`src/mpcsr_parity.sv`:
```
/*
 * Shared definitions for the parity control/status register block, plus the
 * byte-parity generator/checker that the register block instantiates.
 * Assumes one clock domain; the checker is purely combinational and is fed
 * either the write data from the bus or the read data from the memory array.
 */

package mpcsr_pkg;

	// ---------------------------------------------------------------
	// Widths
	// ---------------------------------------------------------------
	localparam int ADDR_W = 22;
	localparam int DATA_W = 16;
	localparam int JMP_W  = 4;
	localparam int SEG_W  = 7;
	localparam int EXT_W  = 4;
	localparam int LANE_W = 8;

	// ---------------------------------------------------------------
	// Register field positions
	// ---------------------------------------------------------------
	localparam int CSR_ENABLE   = 0;
	localparam int CSR_WRONG    = 2;
	localparam int CSR_ADDR_LSB = 5;
	localparam int CSR_ADDR_MSB = 11;
	localparam int CSR_EXT      = 14;
	localparam int CSR_PERR     = 15;
	localparam int HI_LANE_LSB  = 8;

	// Failed-address bits kept: 1K segment and the extended upper bits
	localparam int SEG_LSB = 11;
	localparam int SEG_MSB = 17;
	localparam int EXT_LSB = 18;
	localparam int EXT_MSB = 21;

	// Bus address bits compared against the select jumpers
	localparam int SEL_LSB = 1;
	localparam int SEL_MSB = 4;

	// Expected total parity per byte lane: lane 0 even, lane 1 odd
	localparam logic [1:0] PAR_ODD_LANES = 2'h2;

	localparam logic [DATA_W-1:0] CSR_ZERO  = 16'h0000;
	localparam logic [1:0]        LANE_ALL  = 2'h3;
	localparam logic [1:0]        LANE_LOW  = 2'h1;
	localparam logic [1:0]        LANE_HIGH = 2'h2;

	// ---------------------------------------------------------------
	// Types
	// ---------------------------------------------------------------
	typedef enum logic [3:0] {
		ST_IDLE    = 4'h1,
		ST_ADDR    = 4'h2,
		ST_MEMWAIT = 4'h4,
		ST_REPLY   = 4'h8
	} mpcsr_state_type;

	// One sample of every bus pin the block looks at
	typedef struct packed {
		logic              init;
		logic              sync;
		logic              din;
		logic              dout;
		logic              wtbt;
		logic              bs7;
		logic [JMP_W-1:0]  jumper;
		logic [ADDR_W-1:0] addr;
		logic [DATA_W-1:0] wdata;
	} mpcsr_bus_type;

endpackage

module mpcsr_parity (
	// Data word and its stored parity
	input  wire logic [mpcsr_pkg::DATA_W-1:0] data_i,
	input  wire logic [1:0]                   stored_par_i,
	// Diagnostic control
	input  wire logic                         force_wrong_i,
	// Results
	output logic [1:0]                        gen_par_o,
	output logic                              error_o
);
	import mpcsr_pkg::*;

	logic [1:0] lane_err;

	// ---------------------------------------------------------------
	// Per-lane generate and check
	// ---------------------------------------------------------------
	for (genvar b = 0; b < 2; b++) begin : g_lane
		logic ones;
		assign ones = ^data_i[b*LANE_W +: LANE_W];
		// Generated bit makes the lane's total match what the checker expects
		assign gen_par_o[b] = ones ^ PAR_ODD_LANES[b] ^ force_wrong_i; // [RULE5]
		assign lane_err[b]  = (ones ^ stored_par_i[b]) != PAR_ODD_LANES[b]; // [RULE15]
	end

	assign error_o = |lane_err; // [RULE15]

endmodule

```
`src/mpcsr_top.sv`:
```
/*
 * Parity control/status register of a parity-protected memory module,
 * together with the bus-cycle sequencing that reads it, writes it, and
 * forwards memory reads and writes to the array.
 * Assumes bus pins arrive asynchronous to clk_i; the memory array and the
 * refresh logic sit on clk_i and answer a request with mem_done_i.
 */
//
// Functional notes
// [RULE1] Register reachable by ordinary bus reads and writes
// [RULE2] Bits 1,3,4,12,13 read zero, ignore writes
// [RULE3] Enabled read error drives both parity flags
// [RULE4] Enable bit 0 read/write, cleared by reset/init
// [RULE5] Bit 2 makes memory writes store wrong parity
// [RULE6] Bit 2 read/write, cleared by reset/init
// [RULE7] Read error captures A11-A17 and A18-A21
// [RULE8] Bit 14 selects low or high captured field
// [RULE9] Software reads twice for 22-bit addresses
// [RULE10] Captured address read/write, survives reset/init
// [RULE11] Nothing below A11 is kept
// [RULE12] Newest error overwrites the captured address
// [RULE13] Bit 15 sets on error, lights LED
// [RULE14] Bit 15 read/write, cleared by init, sticky
// [RULE15] Low lane even, high lane odd parity
// [RULE16] No checking on register or refresh cycles
// [RULE17] Select by jumpers on address bits 1-4
// [RULE18] Bit 14 is plain storage, selects view
// [RULE19] Sixteen-bit register, listed bits writable

module mpcsr_top (
	// Clock and reset
	input  wire logic                         clk_i,
	input  wire logic                         nrst_i,
	// Bus pins
	input  wire logic                         bus_init_i,
	input  wire logic                         bus_sync_i,
	input  wire logic                         bus_din_i,
	input  wire logic                         bus_dout_i,
	input  wire logic                         bus_wtbt_i,
	input  wire logic                         bus_bs7_i,
	input  wire logic [mpcsr_pkg::ADDR_W-1:0] bus_addr_i,
	input  wire logic [mpcsr_pkg::DATA_W-1:0] bus_wdata_i,
	// Register select jumpers
	input  wire logic [mpcsr_pkg::JMP_W-1:0]  jumper_i,
	// Memory array and refresh side
	input  wire logic [mpcsr_pkg::DATA_W-1:0] mem_rdata_i,
	input  wire logic [1:0]                   mem_rpar_i,
	input  wire logic                         mem_done_i,
	input  wire logic                         refresh_i,
	// Bus answers
	output logic [mpcsr_pkg::DATA_W-1:0]      bus_rdata_o,
	output logic                              bus_drive_o,
	output logic                              bus_reply_o,
	output logic                              parity_flag_line_low_o,
	output logic                              parity_flag_line_high_o,
	// Memory array requests
	output logic                              mem_req_o,
	output logic                              mem_we_o,
	output logic [1:0]                        mem_be_o,
	output logic [mpcsr_pkg::ADDR_W-1:0]      mem_addr_o,
	output logic [mpcsr_pkg::DATA_W-1:0]      mem_wdata_o,
	output logic [1:0]                        mem_wpar_o,
	output logic                              strobe_inhibit_o,
	// Indicator
	output logic                              error_led_o
);
	import mpcsr_pkg::*;

	// ---------------------------------------------------------------
	// State
	// ---------------------------------------------------------------
	typedef struct packed {
		mpcsr_bus_type     meta;
		mpcsr_bus_type     sync2;
		logic              sync_prev;
		mpcsr_state_type   st;
		logic [ADDR_W-1:0] addr;
		logic              csr_sel;
		logic              enable;
		logic              wrong;
		logic              ext;
		logic              perr;
		logic [DATA_W-1:0] rdata;
		logic              drive;
		logic              reply;
		logic              flag;
		logic              mem_req;
		logic              mem_we;
		logic [1:0]        mem_be;
		logic [DATA_W-1:0] mem_wdata;
		logic [1:0]        mem_wpar;
		logic              inhibit;
	} mpcsr_state_bundle_type;

	mpcsr_state_bundle_type r;
	mpcsr_state_bundle_type next_r;

	// Captured failed address; deliberately outside the reset domain
	logic [SEG_W-1:0] seg;
	logic [EXT_W-1:0] ext_addr;
	logic [SEG_W-1:0] next_seg;
	logic [EXT_W-1:0] next_ext_addr;

	mpcsr_bus_type     b;
	mpcsr_bus_type     pin_sample;
	logic [DATA_W-1:0] par_data;
	logic [1:0]        gen_par;
	logic              par_err;
	logic [DATA_W-1:0] csr_view;

	// ---------------------------------------------------------------
	// Parity generator / checker
	// ---------------------------------------------------------------
	// One instance serves both directions: the array is only read while
	// waiting in ST_MEMWAIT, and write data is only sampled before that.
	assign par_data = (r.st == ST_MEMWAIT) ? mem_rdata_i : b.wdata;

	mpcsr_parity mpcsr_parity_i (
		.data_i        (par_data),
		.stored_par_i  (mem_rpar_i),
		.force_wrong_i (r.wrong),
		.gen_par_o     (gen_par),
		.error_o       (par_err)
	);

	// Pin bundle and its synchronised copy
	assign pin_sample = '{init: bus_init_i, sync: bus_sync_i, din: bus_din_i,
		dout: bus_dout_i, wtbt: bus_wtbt_i, bs7: bus_bs7_i, jumper: jumper_i,
		addr: bus_addr_i, wdata: bus_wdata_i};
	assign b = r.sync2;

	// ---------------------------------------------------------------
	// Read view of the register
	// ---------------------------------------------------------------
	// Unused positions keep only the zero default, so they read as zero
	always_comb begin
		csr_view             = CSR_ZERO; // [RULE2]
		csr_view[CSR_ENABLE] = r.enable; // [RULE4]
		csr_view[CSR_WRONG]  = r.wrong; // [RULE6]
		csr_view[CSR_EXT]    = r.ext; // [RULE18]
		csr_view[CSR_PERR]   = r.perr; // [RULE14]
		if (r.ext) begin
			csr_view[CSR_ADDR_LSB +: EXT_W] = ext_addr; // [RULE8]
		end else begin
			csr_view[CSR_ADDR_MSB:CSR_ADDR_LSB] = seg; // [RULE8]
		end
	end

	// ---------------------------------------------------------------
	// Next-state logic
	// ---------------------------------------------------------------
	always_comb begin
		logic lo_wr;
		logic hi_wr;
		int   pos;
		lo_wr         = 1'b0;
		hi_wr         = 1'b0;
		pos           = 0;
		next_r        = r;
		next_seg      = seg;
		next_ext_addr = ext_addr;
		next_r.meta   = pin_sample;
		next_r.sync2  = r.meta;
		next_r.sync_prev = b.sync;
		next_r.mem_req   = 1'b0;

		unique case (r.st)
			ST_IDLE: begin
				// Address phase: decode the register select on the leading edge
				if (b.sync && !r.sync_prev) begin
					next_r.addr    = b.addr;
					next_r.csr_sel = b.bs7 && (b.addr[SEL_MSB:SEL_LSB] == b.jumper); // [RULE17]
					next_r.inhibit = next_r.csr_sel; // [RULE17]
					next_r.st      = ST_ADDR;
				end
			end
			ST_ADDR: begin
				if (!b.sync) begin
					next_r.inhibit = 1'b0;
					next_r.st      = ST_IDLE;
				end else if (b.din) begin
					if (r.csr_sel) begin
						// Register read answers at once, no array access
						next_r.rdata = csr_view; // [RULE1]
						next_r.drive = 1'b1;
						next_r.reply = 1'b1;
						next_r.st    = ST_REPLY;
					end else begin
						next_r.mem_req = 1'b1;
						next_r.mem_we  = 1'b0;
						next_r.mem_be  = LANE_ALL;
						next_r.st      = ST_MEMWAIT;
					end
				end else if (b.dout) begin
					lo_wr = !b.wtbt || !r.addr[0];
					hi_wr = !b.wtbt || r.addr[0];
					if (r.csr_sel) begin
						// Only listed bits are stored; the rest are dropped
						if (lo_wr) begin
							next_r.enable = b.wdata[CSR_ENABLE]; // [RULE4] [RULE19]
							next_r.wrong  = b.wdata[CSR_WRONG]; // [RULE6] [RULE19]
						end
						if (hi_wr) begin
							next_r.ext  = b.wdata[CSR_EXT]; // [RULE18]
							next_r.perr = b.wdata[CSR_PERR]; // [RULE14]
						end
						// Address field writes land in whichever half is in view
						for (int i = 0; i < SEG_W; i++) begin
							pos = CSR_ADDR_LSB + i;
							if ((pos >= HI_LANE_LSB) ? hi_wr : lo_wr) begin
								if (!r.ext) begin
									next_seg[i] = b.wdata[pos]; // [RULE10]
								end else if (i < EXT_W) begin
									next_ext_addr[i] = b.wdata[pos]; // [RULE10]
								end
							end
						end
						next_r.reply = 1'b1; // [RULE1]
						next_r.st    = ST_REPLY;
					end else begin
						next_r.mem_req   = 1'b1;
						next_r.mem_we    = 1'b1;
						next_r.mem_be    = b.wtbt ? (r.addr[0] ? LANE_HIGH : LANE_LOW)
							: LANE_ALL;
						next_r.mem_wdata = b.wdata;
						next_r.mem_wpar  = gen_par; // [RULE5]
						next_r.st        = ST_MEMWAIT;
					end
				end
			end
			ST_MEMWAIT: begin
				if (mem_done_i) begin
					if (!r.mem_we) begin
						next_r.rdata = mem_rdata_i;
						next_r.drive = 1'b1;
						// Register cycles never reach here; refresh is masked
						if (par_err && !refresh_i) begin // [RULE16]
							next_r.flag   = r.enable; // [RULE3]
							next_r.perr   = 1'b1; // [RULE13]
							next_seg      = r.addr[SEG_MSB:SEG_LSB]; // [RULE7] [RULE11] [RULE12]
							next_ext_addr = r.addr[EXT_MSB:EXT_LSB]; // [RULE7] [RULE12]
						end
					end
					next_r.reply = 1'b1;
					next_r.st    = ST_REPLY;
				end
			end
			ST_REPLY: begin
				// Hold the answer until the master drops its strobe; a
				// read-modify-write then continues with its write phase
				if (!b.din && !b.dout) begin
					next_r.reply  = 1'b0;
					next_r.drive  = 1'b0;
					next_r.flag   = 1'b0;
					next_r.mem_we = 1'b0;
					next_r.st     = ST_ADDR;
				end
			end
		endcase

		// Bus initialise clears control bits only; captured address survives
		if (b.init) begin
			next_r.enable = 1'b0; // [RULE4]
			next_r.wrong  = 1'b0; // [RULE6]
			next_r.ext    = 1'b0;
			next_r.perr   = 1'b0; // [RULE14]
		end
	end

	// ---------------------------------------------------------------
	// Registers
	// ---------------------------------------------------------------
	always_ff @(posedge clk_i or negedge nrst_i) begin
		if (!nrst_i) begin
			r    <= '0;
			r.st <= ST_IDLE;
		end else begin
			r <= next_r;
		end
	end

	// No reset here: a failed address must survive power-up and init
	always_ff @(posedge clk_i) begin
		seg      <= next_seg; // [RULE10]
		ext_addr <= next_ext_addr; // [RULE10]
	end

	// ---------------------------------------------------------------
	// Outputs
	// ---------------------------------------------------------------
	assign bus_rdata_o             = r.rdata;
	assign bus_drive_o             = r.drive;
	assign bus_reply_o             = r.reply;
	assign parity_flag_line_low_o  = r.flag; // [RULE3]
	assign parity_flag_line_high_o = r.flag; // [RULE3]
	assign mem_req_o               = r.mem_req;
	assign mem_we_o                = r.mem_we;
	assign mem_be_o                = r.mem_be;
	assign mem_addr_o              = r.addr;
	assign mem_wdata_o             = r.mem_wdata;
	assign mem_wpar_o              = r.mem_wpar;
	assign strobe_inhibit_o        = r.inhibit;
	assign error_led_o             = r.perr; // [RULE13]

endmodule

```
`config.mk`:
```
export PLATFORM = sky130hd
export DESIGN_NAME = mpcsr_top
export DESIGN_NICKNAME = d
export VERILOG_FILES = /design/src/mpcsr_parity.sv /design/src/mpcsr_top.sv
export SDC_FILE = /design/constraint.sdc
export NUM_CORES = 1
export LEC_CHECK = 0
export ABC_AREA = 1
export ABC_CLOCK_PERIOD_IN_PS = 5300
export BUFFER_PORTS_ARGS = -buffer_cell sky130_fd_sc_hd__buf_2
export CAP_MARGIN = 20
export CORE_MARGIN = 2
export CORE_UTILIZATION = 40
export DETAILED_ROUTE_END_ITERATION = 7
export MAX_ROUTING_LAYER = met4
export PLACE_DENSITY = 0.57
export RECOVER_POWER = 100
export SYNTH_ARGS = -nofsm -noshare
export SYNTH_HDL_FRONTEND = slang
export SYNTH_SLANG_ARGS = --single-unit
```
`constraint.sdc`:
```
create_clock -name clk_i -period 5.3 [get_ports clk_i]
set_clock_uncertainty 0.05 [all_clocks]
set_input_delay 1.59 -clock clk_i [delete_from_list [all_inputs] [get_ports clk_i]]
set_output_delay 1.59 -clock clk_i [all_outputs]
set_load 0.05 [all_outputs]
```
==> impl_metrics.toml <==
[status]
outcome = "complete, but fails checks"
violations = "max-capacitance violations, max-slew violations"

[placement]
place_congestion = 0.816
hpwl_mm = 10.5
port_buffers = 135
placed_cell_area_sq_um = 7760

[clocking]
cts_setup_buffers = 0
cts.htree.levels = 4
clkTransAtPathRegs_ps = 70
cts_resized = 0
insertion_delay_ps = 430
cts_hold_buf = 0
cts_made_buffers = 17
cts_tree = "done"
clock-sinks = 181
cts_root_buffer = "clkbuf_16"
clockBufferDepth = 2

[synthesis]
synth_edf_count = 11
synthTopCellsByArea = "dfrtp_1, nand2_1, buf_4"
yosysWarnings = 0
yosysTopAreaCell = "dfrtp_1"
yosysTopAreaCellShare_pct = 57.9
ys_seq_elements = 181
async_reset_ff_share_pct = 93.9
synth_ff_type = "dfrtp_1"
syn-cell-area_sq_um = 7300
synth_cell_types = 33
syn_nets = 823
synthCells = 753
ys_seq_area_share_pct = 62.8
syn-mean-instance-area_sq_um = 9.70

[worst_setup_path]
worst_ep_required_time_ps = 5610
rr_endpoint = "bus_rdata_o[2]"
crit_path_max_fanout = 35
worstSetupEndpointType = "flip-flop"
crit-reg2reg-launch = "r[70]"
critPathKind = "reg -> reg"
worstPathArrival_ps = 4220
ff2ff_setup_slack_ps = 1390
reg2regPathDepth = 11
critPathLaunchType = "flip-flop"

[pwr]
power_leakage_nw = 4.24
p_sw_mw = 2.19
swShare_pct = 44.2
pwr-share-clk_pct = 25.6
p_per_area_nw_per_um2 = 601
p_int_mw = 2.76
p_comb_share_pct = 36.1
ir_drop_mv = 0.359
seqPwrFrac_pct = 38.3

[layout]
antenna_cells = 0
n_fill_cell = 1783
final_area_sq_um = 8220
nets = 905
syn_to_final_growth_pct = 12.6
layout-drive-gt1-share_pct = 16.0

[run]
cap_violations = 1

[die]
die_h_microns = 139
die_w_microns = 139
start_util_pct = 40.6
io_pins = 136
rows = 49
dieArea_sq_um = 19300
core_area_sq_um = 18000

[grt]
antenna_found_initial = 0
grt_pass1_vias = 4826
grt_max_degree = 106
met2_usage_pct = 25.9
grtUsageTotal_pct = 17.2
top_usage_layer = "met2"
grtUsageMet3_pct = 4.18
grt_use_met1_pct = 23.4
grt_pass1_wl_mm = 25.2
globalRouteOverflowTotal = 0

[sta]
final_max_slew_viol_count = 105
relSlewSlack_pct = -76.4
period_minus_slack_ps = 3910
max_freq_ghz = 0.256
hold_viol = 0
finalSetupTns_ps = 0
worstMarginPinSlew_ps = 2650
setup_viol = 0
rsz0062_at_grt = "no"
post-route-period-util_pct = 73.7

[route]
drt-wirelength-per-cell_microns = 14.1
firstDrtPassIters = 4
drt_iter0_markers = 243
dr_total_vias = 4856
routed_wirelength_mm = 15.1
ant_nets = 0
drc = 0
viasPerCell = 4.51

[worst_hold_path]
hold_depth = 0
holdPathEnd = "b[21]"
hp-class = "reg -> reg"
hold_start = "next_r[95]"
[cells by family after synthesis]
| group | count (synthesis) | synth area share, % |
|---|---|---|
| compound gates | 43 | 3.22 |
| xor+xnor | 3 | 0.360 |
| flops | 181 | 62.8 |
| buf+inv | 131 | 10.3 |
| simple gates | 395 | 23.3 |
[power groups by stage]
stage	combinational [mW]	clock (mW)	sequential (mW)
final	1.78	1.27	1.89
after global routing	1.95	1.37	1.93
after CTS	1.90	1.30	1.90
after detailed placement	1.90	0	1.92
after global placement	1.88	0	1.91
after floorplan	1.72	0	1.91
[cell usage after synthesis, types with 2 or more instances]
cell type	instances
nand2_1	303
dfrtp_1	169
buf_4	62
inv_1	43
nand3_1	32
nor2_1	25
o21ai_0	22
nand2_2	14
inv_2	13
edfxtp_1	11
nand3_2	9
clkbuf_1	8
a21oi_1	7
o21ai_1	7
buf_6	4
xor2_1	3
a211oi_1	2
nand2_4	2
nand3b_1	2
nor3_1	2
[state kept, by name, indices dropped and copies added, names as in the netlist]
| signal | flops |
|---|---|
| r | 6 |
| strobe_inhibit_o | 1 |
| next_r | 48 |
| mem_we_o | 1 |
| mem_be_o | 2 |
| b | 48 |
| mem_wpar_o | 2 |
| ext_addr | 4 |
| bus_reply_o | 1 |
| bus_rdata_o | 16 |
| error_led_o | 1 |
| mem_addr_o | 22 |
| parity_flag_line_high_o | 1 |
| mem_wdata_o | 16 |
| csr_view | 3 |
| mem_req_o | 1 |
| bus_drive_o | 1 |
| seg | 7 |
[cell type report]
class                   count  area [sq um]  share of cell area [%]
clock buffers              18           429                    5.22
multi-input cells         441          1930                    23.4
well taps                 229           287                    3.48
repair buffers            137           617                    7.50
inverters                  57           214                    2.60
clock inverters            14           164                    1.99
flip-flops and latches    181          4590                    55.8
[per-stage QoR]
stage | worst slack, ps | utilization [%] | hold WS [ps] | total power, mW | std cells
3_3_place_gp | 1780 | 43.2 | 282 | 3.79 | 1045
6_report | 1390 | 45.8 | 297 | 4.94 | 1077
2_1_floorplan | 2180 | - | 281 | 3.63 | 753
4_1_cts | 1940 | 46.5 | 300 | 5.10 | 1077
3_5_place_dp | 1720 | 43.2 | 285 | 3.82 | 1045
5_1_grt | 996 | 45.8 | 303 | 5.26 | 1077
[worst max-delay path by stage]
stage / start / to / slack [ps] / depth (start not counted)
final: r[70] / bus_rdata_o[2] / 1390 / 11
after global routing: r[70] / bus_rdata_o[0] / 1000 / 11
after CTS: r[70] / seg[6] / 1940 / 17
after detailed placement: mem_rdata_i[4] / seg[6] / 1720 / 17
after global placement: mem_rdata_i[4] / seg[4] / 1780 / 17
after floorplan: mem_rdata_i[8] / seg[3] / 2180 / 16
[layout by cell type, fill, tap and decap left out, drive strengths merged]
cell type	n
clkbuf	86
clkinv	3
nor3	3
nand3	41
a211oi	2
xor2	3
o41ai	1
inv	63
dfrtp	169
or4	1
o211ai	1
a311oi	1
a21oi	7
o22ai	1
nor4	1
edfxtp	11
nor2	28
buf	69
clkinvlp	3
o21ai	30
nand3b	2
bufinv	2
nand2	319
dfstp	1
[worst max-delay path, cell delays in order, from the launching register on]
cell and delay, ps:
dfrtp_1 410, nor2_4 540, nand2_4 390, inv_1 550, o21ai_0 250, inv_1 120
nor2_1 80, nor4_4 150, nand2_1 540, inv_1 530, nand2_1 120, nand2_1 80
[layer usage]
metal	wire, microns	vias up
met5	0	-
met1	7320	2272
li1	-	2445
met4	174	0
met2	6890	129
met3	743	10
Note: power is estimated with default switching activity, not from simulation.
